==> config.mk <==
export PLATFORM = sky130hd
export DESIGN_NAME = divided_pwm_generator
export DESIGN_NICKNAME = d
export VERILOG_FILES = /design/src/common/pwm_pkg.sv /design/src/rtl/divided_pwm_generator.sv
export SDC_FILE = /design/constraint.sdc
export NUM_CORES = 1
export LEC_CHECK = 0
export BUFFER_PORTS_ARGS = -buffer_cell sky130_fd_sc_hd__buf_2
export CORE_ASPECT_RATIO = 1.25
export CORE_MARGIN = 5
export CORE_UTILIZATION = 40
export CTS_CLUSTER_DIAMETER = 200
export DETAILED_ROUTE_END_ITERATION = 7
export PLACE_DENSITY = 0.58
export SYNTH_ARGS = -nofsm -noshare
export SYNTH_HDL_FRONTEND = slang
export SYNTH_SLANG_ARGS = --single-unit
==> constraint.sdc <==
create_clock -name clk_i -period 9.4 [get_ports clk_i]
set_input_delay 0.94 -clock clk_i [delete_from_list [all_inputs] [get_ports clk_i]]
set_output_delay 0.94 -clock clk_i [all_outputs]
set_load 0.02 [all_outputs]
==> src/common/pwm_pkg.sv <==
// constants, types and carriers for the divided pwm generator
// assumes one 25 MHz clock, a synchronous active-high reset and a classic wishbone master
// Overview of operation
// - one output period per divide_ratio master ticks; master tick at most 1 MHz.
// - exactly eight divide ratios, powers of four from 1 to 16384.
// - 4-bit divider_select_code; top bit is polarity_invert.
// - codes 0-7 map 1 up to 16384; codes 8-15 mirror, 16384 down to 1.
// - polarity_invert set inverts the finished waveform.
// - duty equals setting over 0.8 of reference, minus one eighth.
// - settings below 0.1 V or above 0.9 V change duty no further.
// - unclamped variant spans 0-100%, resting low at 0% and high at 100%.
// - two-sided clamp variant limits duty to 5-95%, always toggling; the code rests at ratio 1, and at ratio 4 near either clamp.
// - one-sided variants span 0-95% or 5-100%, resting only at open extreme; the code also rests at ratio 1, and at ratio 4 near the clamp.
// - clamps apply before inversion.
// - new code accepted only after 16 times (code difference plus 6) master ticks.
// - changing code ignored until stable; jumps straight to the new code.
// - new ratio and polarity take effect glitch-free at a period boundary.
// - output held low for 500 master ticks after reset while code resolves.
// - first pulse after start-up has correct width without inversion; the code applies polarity_invert from the first period.
package pwm_pkg;
  localparam int CLK_HZ = 25000000;
  localparam int MASTER_MAX_HZ = 1000000;
  // fewest clocks between ticks at the highest master rate; nothing in the logic uses it
  localparam int MIN_CLKS_PER_TICK = CLK_HZ / MASTER_MAX_HZ;

  localparam logic [3:0] DUTY_ADR = 4'h0;
  localparam logic [3:0] STATUS_ADR = 4'h4;
  localparam logic [9:0] DUTY_RESET = 10'h000;

  localparam logic [8:0] START_TICKS = 9'h1f4;
  localparam logic [8:0] FILTER_MULT = 9'h010;
  localparam logic [8:0] FILTER_BASE = 9'h006;

  // setting: 10 bits, full scale is the reference; duty: 1/1024 units
  localparam logic [9:0] SET_LOW = 10'h066;
  localparam logic [9:0] SET_HIGH = 10'h39a;
  localparam logic [12:0] SET_OFFSET = 13'h0200;
  localparam logic [10:0] DUTY_FULL = 11'h400;
  localparam logic [10:0] DUTY_MIN_CLAMP = 11'h033;
  localparam logic [10:0] DUTY_MAX_CLAMP = 11'h3cd;
  localparam logic [24:0] ROUND_HALF = 25'h0000200;

  typedef enum logic [1:0] {
    VAR_FULL = 2'h0,
    VAR_BOTH = 2'h1,
    VAR_MAX_ONLY = 2'h2,
    VAR_MIN_ONLY = 2'h3
  } variant_t;

  typedef enum logic [1:0] {
    PH_START = 2'b01,
    PH_RUN = 2'b10
  } phase_t;

  typedef struct packed {
    logic cyc;
    logic stb;
    logic we;
    logic [3:0] adr;
    logic [3:0] sel;
    logic [31:0] dat;
  } wb_req_t;

  typedef struct packed {
    logic ack;
    logic [31:0] dat;
  } wb_rsp_t;
endpackage

==> src/rtl/divided_pwm_generator.sv <==
// divided pwm generator: divider, code filter, duty clamps and wishbone registers
// assumes master_tick_i and code_i are asynchronous pins, everything else on clk_i
`timescale 1ns/1ps
module divided_pwm_generator #(
  parameter pwm_pkg::variant_t VARIANT = pwm_pkg::VAR_FULL
) (
  input wire logic clk_i, // 25 MHz clock
  input wire logic rst_i, // synchronous reset, active high
  input wire logic master_tick_i, // master oscillator, rising edge is one tick
  input wire logic [3:0] code_i, // digitised divider_select_code
  input wire pwm_pkg::wb_req_t wb_req_i, // wishbone request
  output pwm_pkg::wb_rsp_t wb_rsp_o, // wishbone answer
  output logic pwm_o // pwm output
);

  typedef struct packed {
    logic meta_tick;
    logic sync_tick;
    logic last_tick;
    logic [3:0] meta_code;
    logic [3:0] sync_code;
    pwm_pkg::phase_t phase;
    logic [8:0] start_cnt;
    logic [3:0] cand;
    logic [8:0] timer;
    logic [3:0] active;
    logic [13:0] cnt;
    logic [14:0] high;
    logic pwm;
    logic [9:0] duty;
    logic ack;
    logic [31:0] rdat;
  } state_t;

  state_t s;
  state_t next_s;

  // power-of-four ratio for a code, mirrored about the midpoint
  function automatic logic [14:0] ratio_of(input logic [3:0] code);
    logic [2:0] idx;
    idx = code[3] ? ~code[2:0] : code[2:0];
    ratio_of = 15'h0001 << {idx, 1'b0};
  endfunction

  // clamped duty in 1/1024 units from the setting
  function automatic logic [10:0] duty_of(input logic [9:0] set);
    logic [12:0] scaled;
    logic [10:0] d;
    scaled = 13'(set) * 13'h0005;
    if (set <= pwm_pkg::SET_LOW) begin
      d = 11'h000;
    end else if (set >= pwm_pkg::SET_HIGH) begin
      d = pwm_pkg::DUTY_FULL;
    end else begin
      d = 11'((scaled - pwm_pkg::SET_OFFSET) >> 2);
    end
    if ((VARIANT == pwm_pkg::VAR_BOTH || VARIANT == pwm_pkg::VAR_MIN_ONLY) && d < pwm_pkg::DUTY_MIN_CLAMP) begin
      d = pwm_pkg::DUTY_MIN_CLAMP;
    end
    if ((VARIANT == pwm_pkg::VAR_BOTH || VARIANT == pwm_pkg::VAR_MAX_ONLY) && d > pwm_pkg::DUTY_MAX_CLAMP) begin
      d = pwm_pkg::DUTY_MAX_CLAMP;
    end
    duty_of = d;
  endfunction

  // high ticks for a period of the given ratio, rounded to nearest tick
  function automatic logic [14:0] high_of(input logic [10:0] d, input logic [14:0] ratio);
    logic [24:0] prod;
    prod = 25'(d) * 25'(ratio) + pwm_pkg::ROUND_HALF;
    high_of = prod[24:10];
  endfunction

  logic tick;
  logic [14:0] ratio;
  logic period_end;
  logic [10:0] duty_frac;
  logic raw;
  logic [3:0] diff;
  logic pending;
  logic wb_hit;

  always_comb begin
    tick = s.sync_tick & ~s.last_tick;
    ratio = ratio_of(s.active);
    period_end = tick && ({1'b0, s.cnt} == ratio - 15'h0001);
    duty_frac = duty_of(s.duty);
    // clamps are done on the raw duty; inversion only at the pin
    raw = {1'b0, s.cnt} < s.high;
    // settle time grows with the distance from the code in use, not from the last candidate
    diff = (s.sync_code > s.active) ? s.sync_code - s.active : s.active - s.sync_code;
    pending = (s.phase == pwm_pkg::PH_RUN) && s.timer == 9'h000 && s.cand != s.active;
    wb_hit = wb_req_i.cyc & wb_req_i.stb & ~s.ack;
  end

  always_comb begin
    next_s = s;
    next_s.meta_tick = master_tick_i;
    next_s.sync_tick = s.meta_tick;
    next_s.last_tick = s.sync_tick;
    next_s.meta_code = code_i;
    next_s.sync_code = s.meta_code;

    // code filter: any change restarts the settle timer
    if (tick) begin
      if (s.sync_code != s.cand) begin
        next_s.cand = s.sync_code;
        next_s.timer = 9'(pwm_pkg::FILTER_MULT * (9'(diff) + pwm_pkg::FILTER_BASE));
      end else if (s.timer != 9'h000) begin
        next_s.timer = s.timer - 9'h001;
      end
    end

    case (s.phase)
      pwm_pkg::PH_START: begin
        if (tick) begin
          if (s.start_cnt == pwm_pkg::START_TICKS - 9'h001) begin
            // first period begins cleanly with the resolved code
            next_s.phase = pwm_pkg::PH_RUN;
            next_s.active = s.sync_code;
            next_s.cand = s.sync_code;
            next_s.timer = 9'h000;
            next_s.cnt = 14'h0000;
            next_s.high = high_of(duty_frac, ratio_of(s.sync_code));
          end else begin
            next_s.start_cnt = s.start_cnt + 9'h001;
          end
        end
      end
      pwm_pkg::PH_RUN: begin
        if (period_end) begin
          // the switch waits for the period edge so no pulse is cut
          next_s.cnt = 14'h0000;
          if (pending) begin
            next_s.active = s.cand;
            next_s.high = high_of(duty_frac, ratio_of(s.cand));
          end else begin
            next_s.high = high_of(duty_frac, ratio);
          end
        end else if (tick) begin
          next_s.cnt = s.cnt + 14'h0001;
        end
      end
      default: begin
        next_s.phase = pwm_pkg::PH_START;
      end
    endcase

    // low during start-up; inverted after the duty clamps
    next_s.pwm = (s.phase == pwm_pkg::PH_RUN) & (raw ^ s.active[3]);

    next_s.ack = wb_hit;
    next_s.rdat = 32'h00000000;
    if (wb_hit) begin
      if (wb_req_i.adr == pwm_pkg::DUTY_ADR) begin
        next_s.rdat = {22'h000000, s.duty};
        if (wb_req_i.we && wb_req_i.sel[0]) begin
          next_s.duty[7:0] = wb_req_i.dat[7:0];
        end
        if (wb_req_i.we && wb_req_i.sel[1]) begin
          next_s.duty[9:8] = wb_req_i.dat[9:8];
        end
      end else if (wb_req_i.adr == pwm_pkg::STATUS_ADR) begin
        next_s.rdat = {20'h00000, s.pwm, pending, s.phase == pwm_pkg::PH_RUN, s.cand, s.active, 1'b0};
      end
    end

    if (rst_i) begin
      next_s = '0;
      next_s.phase = pwm_pkg::PH_START;
      next_s.duty = pwm_pkg::DUTY_RESET;
    end
  end

  always_ff @(posedge clk_i) begin
    s <= next_s;
  end

  assign pwm_o = s.pwm;
  assign wb_rsp_o.ack = s.ack;
  assign wb_rsp_o.dat = s.rdat;

  out_low_start_a: assert property (@(posedge clk_i) disable iff (rst_i)
    $past(s.phase) == pwm_pkg::PH_START |-> !pwm_o)
    else $error("output not low during start-up");

  period_wrap_a: assert property (@(posedge clk_i) disable iff (rst_i)
    s.phase == pwm_pkg::PH_RUN && period_end |=> s.cnt == 14'h0000)
    else $error("period counter did not wrap at ratio");

  ratio_set_a: assert property (@(posedge clk_i) disable iff (rst_i)
    $onehot(ratio) && (ratio & 15'h2aaa) == 15'h0000)
    else $error("ratio not a power of four");

  high_hold_a: assert property (@(posedge clk_i) disable iff (rst_i)
    s.phase == pwm_pkg::PH_RUN && !period_end |=> $stable(s.high))
    else $error("high time changed inside a period");

  clamp_range_a: assert property (@(posedge clk_i) disable iff (rst_i)
    duty_frac <= pwm_pkg::DUTY_FULL
    && (!(VARIANT == pwm_pkg::VAR_BOTH || VARIANT == pwm_pkg::VAR_MIN_ONLY) || duty_frac >= pwm_pkg::DUTY_MIN_CLAMP)
    && (!(VARIANT == pwm_pkg::VAR_BOTH || VARIANT == pwm_pkg::VAR_MAX_ONLY) || duty_frac <= pwm_pkg::DUTY_MAX_CLAMP))
    else $error("duty clamp violated");

  code_direct_a: assert property (@(posedge clk_i) disable iff (rst_i)
    $past(s.phase) == pwm_pkg::PH_RUN && $changed(s.active) |-> s.active == $past(s.cand) && $past(s.timer) == 9'h000)
    else $error("code applied before filter settled");

  switch_edge_a: assert property (@(posedge clk_i) disable iff (rst_i)
    $past(s.phase) == pwm_pkg::PH_RUN && $changed(s.active) |-> $past(period_end))
    else $error("code switched inside a period");

  rest_low_a: assert property (@(posedge clk_i) disable iff (rst_i)
    s.phase == pwm_pkg::PH_RUN && s.high == 15'h0000 && !s.active[3] ##1 s.high == 15'h0000 && !s.active[3]
    |=> !pwm_o)
    else $error("output toggled at zero duty");

  invert_a: assert property (@(posedge clk_i) disable iff (rst_i)
    s.phase == pwm_pkg::PH_RUN && s.active[3] && $stable(s.active) |=> pwm_o == !$past(raw))
    else $error("inverted output wrong");

  start_count_a: assert property (@(posedge clk_i) disable iff (rst_i)
    s.phase == pwm_pkg::PH_START && tick && s.start_cnt != pwm_pkg::START_TICKS - 9'h001 |=> s.start_cnt == $past(s.start_cnt) + 9'h001)
    else $error("start-up count did not advance on a tick");

  start_stay_a: assert property (@(posedge clk_i) disable iff (rst_i)
    s.phase == pwm_pkg::PH_START && !tick |=> s.phase == pwm_pkg::PH_START && $stable(s.start_cnt))
    else $error("start-up count moved without a tick");

  start_leave_a: assert property (@(posedge clk_i) disable iff (rst_i)
    s.phase == pwm_pkg::PH_START && tick && s.start_cnt == pwm_pkg::START_TICKS - 9'h001 |=> s.phase == pwm_pkg::PH_RUN && s.cnt == 14'h0000)
    else $error("start-up did not end cleanly");

  start_code_a: assert property (@(posedge clk_i) disable iff (rst_i)
    s.phase == pwm_pkg::PH_START && tick && s.start_cnt == pwm_pkg::START_TICKS - 9'h001 |=> s.active == $past(s.sync_code) && s.cand == s.active)
    else $error("start-up code not taken from the pin");

  cnt_step_a: assert property (@(posedge clk_i) disable iff (rst_i)
    s.phase == pwm_pkg::PH_RUN && tick && !period_end |=> s.cnt == $past(s.cnt) + 14'h0001)
    else $error("period counter did not step on a tick");

  cnt_hold_a: assert property (@(posedge clk_i) disable iff (rst_i)
    s.phase == pwm_pkg::PH_RUN && !tick |=> $stable(s.cnt) && $stable(s.active) && $stable(s.high))
    else $error("period state moved without a tick");

  cnt_range_a: assert property (@(posedge clk_i) disable iff (rst_i)
    s.phase == pwm_pkg::PH_RUN |-> {1'b0, s.cnt} < ratio)
    else $error("period counter beyond ratio");

  ratio_ends_a: assert property (@(posedge clk_i) disable iff (rst_i)
    s.active == 4'h0 || s.active == 4'hf |-> ratio == 15'h0001)
    else $error("end codes not at ratio one");

  ratio_four_a: assert property (@(posedge clk_i) disable iff (rst_i)
    s.active == 4'h1 || s.active == 4'he |-> ratio == 15'h0004)
    else $error("codes one and fourteen not at ratio four");

  ratio_sixteen_a: assert property (@(posedge clk_i) disable iff (rst_i)
    s.active == 4'h2 || s.active == 4'hd |-> ratio == 15'h0010)
    else $error("codes two and thirteen not at ratio sixteen");

  filter_load_a: assert property (@(posedge clk_i) disable iff (rst_i)
    s.phase == pwm_pkg::PH_RUN && tick && s.sync_code != s.cand
    |=> s.cand == $past(s.sync_code) && s.timer >= 9'(pwm_pkg::FILTER_MULT * pwm_pkg::FILTER_BASE))
    else $error("filter not restarted on a code change");

  filter_count_a: assert property (@(posedge clk_i) disable iff (rst_i)
    s.phase == pwm_pkg::PH_RUN && tick && s.sync_code == s.cand && s.timer != 9'h000 |=> s.timer == $past(s.timer) - 9'h001)
    else $error("filter timer did not count down");

  timer_idle_a: assert property (@(posedge clk_i) disable iff (rst_i)
    s.phase == pwm_pkg::PH_RUN && !tick |=> $stable(s.timer) && $stable(s.cand))
    else $error("filter moved without a tick");

  pend_wait_a: assert property (@(posedge clk_i) disable iff (rst_i)
    s.phase == pwm_pkg::PH_RUN && s.timer != 9'h000 |=> $stable(s.active))
    else $error("code applied while filter running");

  switch_load_a: assert property (@(posedge clk_i) disable iff (rst_i)
    s.phase == pwm_pkg::PH_RUN && period_end && pending |=> s.cnt == 14'h0000 && s.active == $past(s.cand))
    else $error("settled code not applied at period end");

  rest_high_a: assert property (@(posedge clk_i) disable iff (rst_i)
    s.phase == pwm_pkg::PH_RUN && s.high >= ratio && !s.active[3] |=> pwm_o)
    else $error("output not resting high at full duty");

  high_range_a: assert property (@(posedge clk_i) disable iff (rst_i)
    s.phase == pwm_pkg::PH_RUN |-> s.high <= ratio)
    else $error("high time longer than the period");

  sat_low_a: assert property (@(posedge clk_i) disable iff (rst_i)
    (VARIANT == pwm_pkg::VAR_FULL || VARIANT == pwm_pkg::VAR_MAX_ONLY) && s.duty <= pwm_pkg::SET_LOW |-> duty_frac == 11'h000)
    else $error("low setting not saturated");

  sat_high_a: assert property (@(posedge clk_i) disable iff (rst_i)
    (VARIANT == pwm_pkg::VAR_FULL || VARIANT == pwm_pkg::VAR_MIN_ONLY) && s.duty >= pwm_pkg::SET_HIGH |-> duty_frac == pwm_pkg::DUTY_FULL)
    else $error("high setting not saturated");

  linear_mid_a: assert property (@(posedge clk_i) disable iff (rst_i)
    s.duty == 10'h258 |-> duty_frac == 11'h26e)
    else $error("mid-range duty off the line");

  pol_plain_a: assert property (@(posedge clk_i) disable iff (rst_i)
    s.phase == pwm_pkg::PH_RUN && !s.active[3] |=> pwm_o == $past(raw))
    else $error("plain output wrong");

endmodule
* Word-level counts from Yosys, hierarchy flattened
Index checks and enable logic that the tools add are counted.
** Storage, ports and cells
- Register bits after elaboration :: 112
- Bits of input ports :: 50
- Output and inout port bits :: 34
- Logic and storage cells :: 111
** Operators by class
- Add/subtract/negate cells :: 11
- $mul :: 4
- $lt $le $gt $ge :: 4
- Equality and inequality tests :: 12
- Shift operators :: 3
- Mux-type cells :: 25
- Bitwise operators :: 14
- Reduce and logical (&&, ||, !) cells :: 19
** Operators with widths (count)
- 25-bit by 10-bit adder with 25-bit output, second input constant :: 3
- 11-bit by 15-bit multiplier with 25-bit output :: 3
- 33-bit one-hot mux with 2 select lines :: 1
- 57-bit two-way mux :: 1
- 46-bit two-way mux :: 1
- 1-bit by 4-bit left shift with 15-bit output, first input constant :: 3
- 15-bit two-way mux :: 2
- 14-bit two-way mux :: 2
- 9-bit two-way mux :: 3
- 13-bit two-way mux :: 2
- 11-bit two-way mux :: 2
- 10-bit two-way mux :: 2
- 4-bit two-way mux :: 4
- 14-bit by 15-bit equality test with 1-bit output :: 1
- 14-bit by 15-bit < comparator with 1-bit output :: 1
- 15-bit by 1-bit subtractor with 15-bit output, second input constant :: 1
- 14-bit by 1-bit adder with 14-bit output, second input constant :: 1
- 10-bit by 3-bit multiplier with 13-bit output, second input constant :: 1
- 13-bit by 10-bit subtractor with 13-bit output, second input constant :: 1
- 3-bit AND reduction :: 4
- 10-bit >= comparator, second input constant :: 1
- 10-bit by 7-bit less-or-equal comparator with 1-bit output, second input constant :: 1
- 9-bit by 1-bit adder with 9-bit output, second input constant :: 1
- 9-bit equality test, second input constant :: 1
- 27 further kinds :: 49

* Depth between registers and ports, before layout
Gate-level depths: netlist (run 1).
- Word-level depth :: 9
- Depth in mapped cells :: 33

* Least setup slack after synthesis (run 1)
Ideal clock, no wire load.
- Kind :: register to register
- Start :: register s[35] (netlist name)
- End :: register s[58] (netlist name)
- Setup time :: 91 ps
- Data arrival time :: 7433 ps
- Required time :: 9309 ps
- Slack :: 1876 ps
- Stages on the path, launching flop included :: 32
- Buffers on the path :: 1
- Period minus slack after synthesis :: 7524 ps
- Cell sequence :: dfxtp_1 -> ha_1 -> ha_1 -> ha_1 -> inv_1 -> fa_1 -> nor2b_1 -> o2111ai_1 -> nand4_1 -> o211ai_1 -> xnor2_1 -> o21ai_0 -> clkbuf_1 -> nor2_1 -> ha_1 -> inv_1 -> fa_1 -> fa_1 -> fa_1 -> fa_1 -> inv_1 -> ha_1 -> o21ai_0 -> nand2b_1 -> o41a_1 -> o41ai_2 -> o21ai_2 -> or3_1 -> a31oi_1 -> xnor3_1 -> nand2_1 -> a311oi_1
** Between the ends
- Longest elaborated chain between the ends :: 9
- Elaborated cells on any way between the ends :: 17
- Those cells by class :: 4 x add/sub; 4 x mul; 2 x order compare; 7 x mux
** Ends and longest elaborated chain
- from (decl) :: line divided_pwm_generator.sv:35 : state_t s;
- from (signal assigned) :: line divided_pwm_generator.sv:175 : s <= next_s;
- 10-bit by 3-bit multiplier with 13-bit output :: line divided_pwm_generator.sv:49 : scaled = 13'(set) * 13'h0005;
- 13-bit by 10-bit subtractor with 13-bit output :: line divided_pwm_generator.sv:55 : d = 11'((scaled - pwm_pkg::SET_OFFSET) >> 2);
- 11-bit two-way mux :: line divided_pwm_generator.sv:52 : end else if (set >= pwm_pkg::SET_HIGH) begin
- 11-bit two-way mux (*) :: line divided_pwm_generator.sv:50 : if (set <= pwm_pkg::SET_LOW) begin
- 11-bit by 15-bit multiplier with 25-bit output :: line divided_pwm_generator.sv:69 : prod = 25'(d) * 25'(ratio) + pwm_pkg::ROUND_HALF;
- 25-bit by 10-bit adder with 25-bit output :: line divided_pwm_generator.sv:69
- 15-bit two-way mux / 46-bit two-way mux (equally long branches) :: line divided_pwm_generator.sv:133, divided_pwm_generator.sv:116
- 15-bit two-way mux / 57-bit two-way mux (equally long branches) :: line divided_pwm_generator.sv:130, divided_pwm_generator.sv:115
- 33-bit one-hot mux with 2 select lines (*) :: line divided_pwm_generator.sv:113 : case (s.phase)
Every way passes the cells marked *; elsewhere a longest branch is shown, timed or not. The select of a mux whose other input is x is not followed.
A chain may end at the register's enable or synchronous reset.

* Final worst setup path (run 1)
- Start :: register s[35] (netlist name)
- End :: register s[57] (netlist name)
Same word-level chain as after synthesis.

==> metrics.csv, run 1 <==
stage,metric,value,unit
status,run status,finished clean,
power_and_ir_drop,Pleak,8.307,nW
clock_tree,clk_lat worst skew,0.36,ns
setup_path,Worst path depth,28,
setup_path,Worst Reg-to-Reg Cells,28,
route,Vias,12470,
layout,fillers,3975,
timing,final hold vios,0,
clock_tree,clk buf depth,2,
setup_path,slowest CP cell,o21ai_2,
timing,Worst Skew,0.01278,ns
setup_path,r2r endpoint,s[57],
synthesis,Post-synth top flop,dfxtp_1,
route,Initial DRC Count,634,
synthesis,register area share after synthesis,11.78,%
timing,Period minus WS final,8.472,ns
setup_path,CP bufs+invs,3,
route,DRT Pass-1 Iters,8,
timing,pins over their slew limit,0,
timing,fin crit share,90.13,%
setup_path,FF-to-FF Start,s[35],
layout,final-stage net count,2425,
clock_tree,"Reg clk slew, reported paths",0.07,ns
layout,area grow syn2layout,5.986,%
synthesis,average size of a mapped cell,8.164,µm²
synthesis,YS warnings,0,
synthesis,Unique masters post-synth,73,
grt,initial antenna violation count,1,
setup_path,startpoint types,flip-flop,
floorplanning,Initial Utilization,40.17,%
timing,Peak Freq,0.1180,GHz
clock_tree,CTS tree,yes,
placement,Port Buffers,39,
placement,hpwl dp,31250,µm
setup_path,internal reg-to-reg setup slack,0.93,ns
timing,Worst-Margin Slew,1.117,ns
route,Antenna Nets Post-Route,0,
power_and_ir_drop,pwr dens,52.72,nW/µm²
setup_path,CP endpoint kind,flip-flop,
timing,setup TNS,0,ns
route,Vias/cell,5.165,
clock_tree,CTS H-tree depth,3,
synthesis,Post-synth EDFFs,0,
synthesis,cell count after synthesis,1915,
clock_tree,post-CTS sizing,0,
route,DRT Wirelength,38930,µm
synthesis,Syn Std Cell Area,15630,µm²
timing,Worst slew margin,25.56,%
power_and_ir_drop,total power,873.6,µW
route,routed len/inst,16.12,µm
floorplanning,Core Area,38920,µm²
flow_run,Max-Cap Viols,0,
clock_tree,Root Driver,clkbuf_16,
worst_hold_path,Hold Path Sink,s[110],
grt,pin count of the biggest net entering global routing,65,
synthesis,asr flop ratio synth,0,%
timing,RSZ-0062 raised after global routing,no,
layout,share of layout cells above drive strength 1,6.364,%
power_and_ir_drop,worst vdd ir,0.08245,mV
timing,setup violators final,0,
grt,GRT overflow,0,
worst_hold_path,Worst Hold Class,reg -> reg,
synthesis,#FFs+latches synth,92,
setup_path,Worst path max stage delay,0.74,ns
floorplanning,Die X,186.8,µm
worst_hold_path,Worst Hold Depth,1,
placement,placed cell areas,16260,µm²
floorplanning,die area,43170,µm²
placement,Final GP Congestion,0.8586,
clock_tree,postcts setup bufs,0,
layout,ANT cells,0,
floorplanning,row count,81,
setup_path,Critical Path AT,8.69,ns
layout,fin area,16570,µm²
route,# DRC,0,
clock_tree,CTS sink count,92,
worst_hold_path,worst hold start,s[111],
grt,vias in the first global route,12750,
setup_path,Crit path max-delay family,adder cells,
setup_path,Required @ worst endpoint,9.62,ns
floorplanning,I/O pins,84,
setup_path,"critical path fanouts, max",11,
floorplanning,Die Span Y,231.0,µm
clock_tree,hold_buf cts,0,
grt,GRT Total Usage,18.22,%
layout,"non-filler cells, final",2415,
setup_path,critical path type,reg -> reg,
placement,placed insts,2399,
grt,first-pass GRT wire length,63880,µm
clock_tree,cts bufs inserted,9,
cells in the final DEF (no fill, tap or decap), drive strengths merged, types with 11 or more instances in the layout:
| cell | Yosys | final |
|---|---|---|
| conb | 1 | 20 |
| mux2i | 25 | 25 |
| a21o | 20 | 20 |
| a22oi | 24 | 24 |
| and3 | 11 | 11 |
| o21ai | 39 | 39 |
| fa | 127 | 127 |
| ha | 336 | 336 |
| nand2 | 52 | 52 |
| or2 | 15 | 15 |
| xor2 | 35 | 35 |
| a211oi | 18 | 18 |
| nor3 | 26 | 26 |
| o21a | 13 | 13 |
| a21oi | 68 | 68 |
| clkbuf | 67 | 12 |
| nand3 | 19 | 19 |
| xnor2 | 52 | 52 |
| nand2b | 29 | 29 |
| nor2b | 27 | 27 |
| dfxtp | 92 | 92 |
| inv | 313 | 314 |
| or3 | 11 | 11 |
| nor2 | 348 | 348 |
| buf | 45 | 79 |
synthesized netlist by cell type, types with 3 or more instances:
cell         n  area (µm²)
a2111oi_0    3       26.28
a211oi_1    18       135.1
a21o_1      20       150.1
a21oi_1     68       340.3
a221oi_1     6       52.55
a22oi_1     23       172.7
a311oi_1     3       26.28
a31oi_1      4       25.02
and2_1       6       37.54
and3_1      11       68.82
and4_1       3       26.28
buf_1        3       11.26
buf_4       36       270.3
buf_6        4       45.04
clkbuf_1    67       251.5
dfxtp_1     92        1842
fa_1       127        2542
ha_1       336        4204
inv_1      312        1171
mux2i_1     25       250.2
nand2_1     52       195.2
nand2b_1    29       181.4
nand3_1     19       95.09
nand4_1      8       50.05
nor2_1     348        1306
nor2b_1     27       168.9
nor3_1      26       130.1
nor4_1       7       43.79
nor4b_1      3       26.28
o2111ai_1    4       35.03
o211ai_1     8       60.06
o21a_1      12       90.09
o21ai_0     36       180.2
o21bai_1     6       45.04
o221ai_1     3       26.28
o22ai_1      7       43.79
or2_2       14       87.58
or3_1       11       68.82
xnor2_1     52       455.4
xor2_1      35       306.5
flip-flops by register name, summed over array words and instances (netlist names):
name      flops
wb_rsp_o     13
s            78
pwm_o         1
how the worst max path moves through the flow:
stage / startpoint / endpoint / slack [ns]
5_1_grt: s[35] / s[57] / 0.53
6_report: s[35] / s[57] / 0.93
3_5_place_dp: s[35] / s[57] / 1.01
4_1_cts: s[35] / s[57] / 0.96
2_1_floorplan: s[35] / s[58] / 1.88
3_3_place_gp: s[35] / s[57] / 1.04
layer usage:
layer,wire length [µm],global-route usage (%),up-vias
li1,-,-,6168
met1,16670,21.67,6017
met2,19920,34.52,227
met3,1216,1.627,62
met4,1127,5.918,0
met5,0,0,-
where the power goes:
group          total [mW]  leakage, nW  switching [mW]  internal (mW)
Sequential          0.401        0.744         0.00627          0.395
Combinational      0.0902         7.41          0.0572         0.0330
Clock               0.382        0.153           0.160          0.223
cells by family (layout without fill, tap and decap cells):
family	after synthesis	after routing	synth area share [%]
AOI/OAI and AO/OA	246	246	10.58
muxes	26	26	1.673
and+or+nand+nor	574	574	16.50
DFF	92	92	11.78
buffers and inverters	425	408	11.28
other	1	20	0.02398
xor gates and xnor gates	88	88	5.018
adders and majority gates	463	463	43.15
through the flow:
stage	worst slack, ns	hold WS (ns)	utilization (%)
floorplan	1.876	0.4138	-
finish	0.9281	0.4454	42.58
CTS	0.9633	0.4556	42.58
global placement	1.042	0.4307	41.78
detailed placement	1.006	0.4354	41.78
global route	0.5278	0.4612	42.58
area by class of cell:
type	count	area [µm²]	area share, %
repair buffers	79	508.0	3.066
multi-input cells	1417	12110	73.08
well taps	498	623.1	3.760
clock inverters	4	56.30	0.3398
inverters	313	1175	7.090
clock buffers	12	256.5	1.548
flip-flops and latches	92	1842	11.11
Power figures use the tool's default switching activity.
==> run 2, diff against run 1 <==
--- a/config.mk
+++ b/config.mk
@@ -7,7 +7,7 @@
 export LEC_CHECK = 0
 export BUFFER_PORTS_ARGS = -buffer_cell sky130_fd_sc_hd__buf_2
 export CORE_ASPECT_RATIO = 1.25
-export CORE_MARGIN = 5
+export CORE_MARGIN = 2
 export CORE_UTILIZATION = 40
 export CTS_CLUSTER_DIAMETER = 200
 export DETAILED_ROUTE_END_ITERATION = 7
==> constraint.sdc (replaced) <==
create_clock -name clk_i -period 9.4 [get_ports clk_i]
set_input_delay 0.47 -clock clk_i [delete_from_list [all_inputs] [get_ports clk_i]]
set_output_delay 0.47 -clock clk_i [all_outputs]
set_load 0.02 [all_outputs]
==> metrics.csv, run 2 (synthesized netlist as in run 1, its figures left out) <==
stage,metric,value,unit,change
timing,setup TNS,0,ns,unchanged
flow_run,Max-Cap Viols,0,,unchanged
floorplanning,row count,81,,unchanged
timing,pins over their slew limit,0,,unchanged
clock_tree,CTS H-tree depth,3,,unchanged
timing,setup violators final,0,,unchanged
clock_tree,clk buf depth,2,,unchanged
clock_tree,hold_buf cts,0,,unchanged
clock_tree,"Reg clk slew, reported paths",0.08,ns,was 0.07 ns
placement,Port Buffers,39,,unchanged
worst_hold_path,Worst Hold Class,in -> reg,,was reg -> reg
timing,Worst slew margin,19.21,%,was 25.56%
power_and_ir_drop,worst vdd ir,0.08747,mV,was 0.08245 mV
placement,placed insts,2398,,was 2399
floorplanning,I/O pins,84,,unchanged
route,# DRC,0,,unchanged
clock_tree,CTS sink count,92,,unchanged
layout,Top reg by flops,s,,unchanged
power_and_ir_drop,logic gate share of total power,10.0,%,was 10.3%
grt,first-pass GRT wire length,64330,µm,was 63880 µm
grt,initial antenna violation count,0,,was 1
worst_hold_path,worst hold start,code_i[1],,was s[111]
floorplanning,Core Area,38820,µm²,was 38920 µm²
power_and_ir_drop,Pleak,8.299,nW,was 8.307 nW
layout,"non-filler cells, final",2413,,was 2415
route,Vias/cell,5.190,,was 5.165
clock_tree,postcts setup bufs,0,,unchanged
floorplanning,Die Span Y,225.0,µm,was 231.0 µm
power_and_ir_drop,Clock power frac,44.9,%,was 43.8%
route,DRT Pass-1 Iters,5,,was 8
route,Vias,12520,,was 12470
clock_tree,CTS tree,yes,,unchanged
placement,hpwl dp,31500,µm,was 31250 µm
setup_path,Required @ worst endpoint,9.67,ns,was 9.62 ns
clock_tree,Root Driver,clkbuf_16,,unchanged
power_and_ir_drop,P_sw,227.3,µW,was 223.3 µW
floorplanning,die area,40700,µm²,was 43170 µm²
grt,vias in the first global route,12780,,was 12750
layout,most frequent cells in the layout,"nor2_1 (348), ha_1 (336), inv_1 (312)",,unchanged
timing,fin crit share,87.79,%,was 90.13%
clock_tree,clk_lat worst skew,0.36,ns,about the same
timing,RSZ-0062 raised after global routing,no,,unchanged
route,Initial DRC Count,535,,was 634
floorplanning,Initial Utilization,40.28,%,was 40.17%
setup_path,critical path type,reg -> reg,,unchanged
power_and_ir_drop,pwr dens,53.73,nW/µm²,was 52.72 nW/µm²
timing,Period minus WS final,8.253,ns,was 8.472 ns
grt,GRT Total Usage,19.74,%,was 18.22%
timing,Peak Freq,0.1212,GHz,was 0.1180 GHz
placement,Final GP Congestion,0.8807,,was 0.8586
setup_path,Worst Reg-to-Reg Cells,31,,was 28
setup_path,"critical path fanouts, max",17,,was 11
setup_path,startpoint types,flip-flop,,unchanged
grt,GRT overflow,0,,unchanged
power_and_ir_drop,sw frac,25.55,%,was 25.56%
layout,final-stage net count,2424,,was 2425
timing,Final WS setup,1.147,ns,was 0.9281 ns
layout,area grow syn2layout,5.914,%,was 5.986%
setup_path,Critical Path AT,8.52,ns,was 8.69 ns
worst_hold_path,Worst Hold Depth,2,,was 1
route,DRT Wirelength,39320,µm,was 38930 µm
setup_path,Worst path most repeated cell,ha_1,,
setup_path,internal reg-to-reg setup slack,1.15,ns,was 0.93 ns
power_and_ir_drop,Pint,662.4,µW,was 650.3 µW
placement,pre-CTS setup slack,1.134,ns,was 1.006 ns
layout,max FFs per register,78,,unchanged
layout,share of layout cells above drive strength 1,6.319,%,was 6.364%
setup_path,CP endpoint kind,flip-flop,,unchanged
setup_path,r2r endpoint,s[58],,was s[57]
timing,final hold vios,0,,unchanged
clock_tree,cts bufs inserted,9,,unchanged
setup_path,slowest CP cell,fa_1,,was o21ai_2
route,routed len/inst,16.30,µm,was 16.12 µm
timing,Worst-Margin Slew,1.209,ns,was 1.117 ns
status,run status,finished clean,,unchanged
timing,Worst Skew,0.01673,ns,was 0.01278 ns
layout,"commonest non-fill, non-tap cell in the layout",nor2_1,,unchanged
layout,ANT cells,0,,unchanged
worst_hold_path,Hold Path Sink,s[106],,was s[110]
power_and_ir_drop,Reg power frac,45.1,%,was 45.9%
floorplanning,Die X,180.8,µm,was 186.8 µm
setup_path,Worst path max stage delay,0.55,ns,was 0.74 ns
route,Antenna Nets Post-Route,0,,unchanged
grt,pin count of the biggest net entering global routing,65,,unchanged
clock_tree,post-CTS sizing,0,,unchanged
setup_path,FF-to-FF Start,s[35],,unchanged
run 2: metal layers:
layer / GRT usage, % / routed length, µm / vias up / share of wire [%]
met5: 0 / 0 / - / 0
met4: 7.076 / 1234 / 0 / 3.1
met3: 1.600 / 1357 / 62 / 3.5
met2: 36.97 / 19990 / 231 / 51
met1: 23.45 / 16740 / 6057 / 43
li1: - / - / 6173 / -
run 2: final cells by class:
| cell class | instances | area (µm²) |
|---|---|---|
| clock inverters | 6 | 96.34 |
| inverters | 313 | 1175 |
| multi-input cells | 1417 | 12110 |
| well taps | 498 | 623.1 |
| clock buffers | 9 | 225.2 |
| fillers | 3915 | 22260 |
| flip-flops and latches | 92 | 1842 |
| repair buffers | 78 | 488.0 |
run 2: worst max-delay path: cells and delay by family (launching register included):
kind                     cells  cell delay [ns]
adder cells (fa/ha/maj)     10             3.68
flip-flops                   1             0.49
XOR/XNOR                     2             0.34
AND/OR/NAND/NOR              3             0.39
buffers and inverters        4             0.55
AO/OA/AOI/OAI               12             2.68
run 2: through the flow:
stage / power (mW) / util (%) / instance area, µm² / hold WS [ns]
floorplan: 0.4805 / - / 15710 / 0.4138
CTS: 0.8967 / 42.66 / 16560 / 0.3411
global placement: 0.4976 / 41.83 / 16240 / 0.4314
global route: 0.9210 / 42.66 / 16560 / 0.3612
finish: 0.8897 / 42.66 / 16560 / 0.3491
detailed placement: 0.4987 / 41.83 / 16240 / 0.4336
run 2: how the worst max path moves through the flow:
stage | startpoint | end | slack, ns | cells after the start
6_report | s[35] | s[58] | 1.15 | 31
3_3_place_gp | s[35] | s[58] | 1.22 | 31
2_1_floorplan | s[35] | s[58] | 1.88 | 31
3_5_place_dp | s[35] | s[58] | 1.13 | 31
5_1_grt | s[35] | s[58] | 0.73 | 31
4_1_cts | s[35] | s[58] | 1.10 | 31
run 2: power by group through the flow:
stage | clock network [mW] | registers (mW) | logic (mW)
after floorplan | 0 | 0.406 | 0.0744
after global placement | 0 | 0.410 | 0.0881
after detailed placement | 0 | 0.410 | 0.0891
after CTS | 0.406 | 0.401 | 0.0897
after global routing | 0.420 | 0.401 | 0.0991
final | 0.399 | 0.401 | 0.0893
==> run 3, diff against run 2 <==
--- a/config.mk
+++ b/config.mk
@@ -11,7 +11,8 @@
 export CORE_UTILIZATION = 40
 export CTS_CLUSTER_DIAMETER = 200
 export DETAILED_ROUTE_END_ITERATION = 7
-export PLACE_DENSITY = 0.58
+export PLACE_DENSITY_LB_ADDON = 0.1
+export REMOVE_ABC_BUFFERS = 1
 export SYNTH_ARGS = -nofsm -noshare
 export SYNTH_HDL_FRONTEND = slang
 export SYNTH_SLANG_ARGS = --single-unit
==> metrics.csv, run 3 (synthesized netlist as in run 1, its figures left out) <==
stage,metric,value,unit,change
route,# DRC,0,,unchanged
clock_tree,CTS sink count,92,,unchanged
clock_tree,clk_lat worst skew,0.36,ns,about the same
clock_tree,postcts setup bufs,0,,unchanged
placement,hpwl dp,32420,µm,was 31500 µm
clock_tree,cts bufs inserted,9,,unchanged
layout,Top reg by flops,s,,unchanged
clock_tree,hold_buf cts,0,,unchanged
setup_path,Worst path max stage delay,0.92,ns,was 0.55 ns
placement,Final GP Congestion,0.8163,,was 0.8807
grt,pin count of the biggest net entering global routing,65,,unchanged
timing,final hold vios,0,,unchanged
timing,Worst-Margin Slew,1.157,ns,was 1.209 ns
setup_path,"critical path fanouts, max",8,,was 17
layout,final-stage net count,2424,,unchanged
timing,Worst slew margin,22.81,%,was 19.21%
layout,"commonest non-fill, non-tap cell in the layout",nor2_1,,unchanged
setup_path,slowest CP cell,and2_0,,was fa_1
setup_path,Critical Path AT,8.72,ns,was 8.52 ns
timing,pins over their slew limit,0,,unchanged
grt,GRT Total Usage,20.47,%,was 19.74%
timing,setup violators final,0,,unchanged
clock_tree,CTS tree,yes,,unchanged
timing,RSZ-0062 raised after global routing,no,,unchanged
setup_path,CP bufs+invs,1,,was 4
layout,most frequent cells in the layout,"nor2_1 (348), ha_1 (336), inv_1 (312)",,unchanged
layout,fillers,4054,,was 3915
clock_tree,clk buf depth,2,,unchanged
power_and_ir_drop,Pleak,8.318,nW,was 8.299 nW
route,Antenna Nets Post-Route,0,,unchanged
timing,setup TNS,0,ns,unchanged
route,DRT Wirelength,41060,µm,was 39320 µm
layout,area grow syn2layout,5.970,%,was 5.914%
worst_hold_path,worst hold start,code_i[1],,unchanged
floorplanning,Core Area,38820,µm²,unchanged
timing,Hold Slack,0.3190,ns,was 0.3491 ns
placement,Port Buffers,39,,unchanged
setup_path,CP startpoint,s[36],,was s[35]
route,Vias,12420,,was 12520
setup_path,Crit path max-delay family,adder cells,,unchanged
setup_path,Required @ worst endpoint,9.67,ns,about the same
status,run status,finished clean,,unchanged
layout,Multi-input gate area,12110,µm²,about the same
floorplanning,Initial Utilization,40.28,%,unchanged
setup_path,FF-to-FF Start,s[36],,was s[35]
setup_path,startpoint types,flip-flop,,unchanged
route,DRT Pass-1 Iters,7,,was 5
timing,Worst Skew,0.008994,ns,was 0.01673 ns
grt,GRT overflow,0,,unchanged
layout,flip-flop and latch area,1842,µm²,unchanged
layout,ANT cells,0,,unchanged
floorplanning,Die Span Y,225.0,µm,unchanged
clock_tree,CTS H-tree depth,3,,unchanged
floorplanning,die area,40700,µm²,unchanged
layout,max FFs per register,78,,unchanged
power_and_ir_drop,worst vdd ir,0.08389,mV,was 0.08747 mV
layout,share of layout cells above drive strength 1,6.367,%,was 6.319%
flow_run,Max-Cap Viols,0,,unchanged
route,Initial DRC Count,563,,was 535
worst_hold_path,Worst Hold Class,in -> reg,,unchanged
route,routed len/inst,17.01,µm,was 16.30 µm
setup_path,critical path type,reg -> reg,,unchanged
clock_tree,post-CTS sizing,0,,unchanged
route,Vias/cell,5.143,,was 5.190
grt,initial antenna violation count,1,,was 0
clock_tree,Root Driver,clkbuf_16,,unchanged
floorplanning,Die X,180.8,µm,unchanged
timing,fin crit share,89.83,%,was 87.79%
clock_tree,"Reg clk slew, reported paths",0.07,ns,was 0.08 ns
floorplanning,I/O pins,84,,unchanged
power_and_ir_drop,pwr dens,54.57,nW/µm²,was 53.73 nW/µm²
floorplanning,row count,81,,unchanged
timing,Peak Freq,0.1184,GHz,was 0.1212 GHz
grt,vias in the first global route,12500,,was 12780
setup_path,CP endpoint kind,flip-flop,,unchanged
timing,Period minus WS final,8.444,ns,was 8.253 ns
grt,first-pass GRT wire length,65740,µm,was 64330 µm
[run 3: area by class of cell]
cell class / count / area share, %
inverter: 313 / 7.091
clock buffer: 10 / 1.442
clock inverter: 6 / 0.5664
tap: 498 / 3.761
sequential: 92 / 11.12
timing repair buffer: 78 / 2.945
multi-input combinational: 1417 / 73.08
[run 3: through the flow]
stage	total power [mW]	instances	utilization, %	setup slack (ns)	cell area (µm²)
finish	0.9042	2414	42.68	0.9563	16570
CTS	0.9210	2414	42.68	0.8823	16570
floorplan	0.4674	1822	-	1.171	15120
global placement	0.4981	2398	41.83	1.010	16240
detailed placement	0.4991	2398	41.83	0.9125	16240
global route	0.9375	2414	42.68	0.4848	16570
[run 3: power by group]
group / switching [mW] / internal [mW]
registers: 0.00600 / 0.395
clock network: 0.171 / 0.244
logic: 0.0563 / 0.0326
[run 3: worst paths after layout]
kind | endpoint | slack (ns) | cells past startpoint
max | s[58] | 0.96 | 28
min reg2reg | wb_rsp_o[11] | 0.44 | 2
min | s[106] | 0.32 | 2
max reg2reg | s[58] | 0.96 | 28
[run 3: per-layer routing]
metal | wire, µm | vias to the layer above | GRT usage, %
met2 | 20900 | 173 | 38.01
met1 | 18180 | 6025 | 25.15
met3 | 1004 | 52 | 1.600
met5 | 0 | - | 0
met4 | 974 | 0 | 5.957
li1 | - | 6166 | -
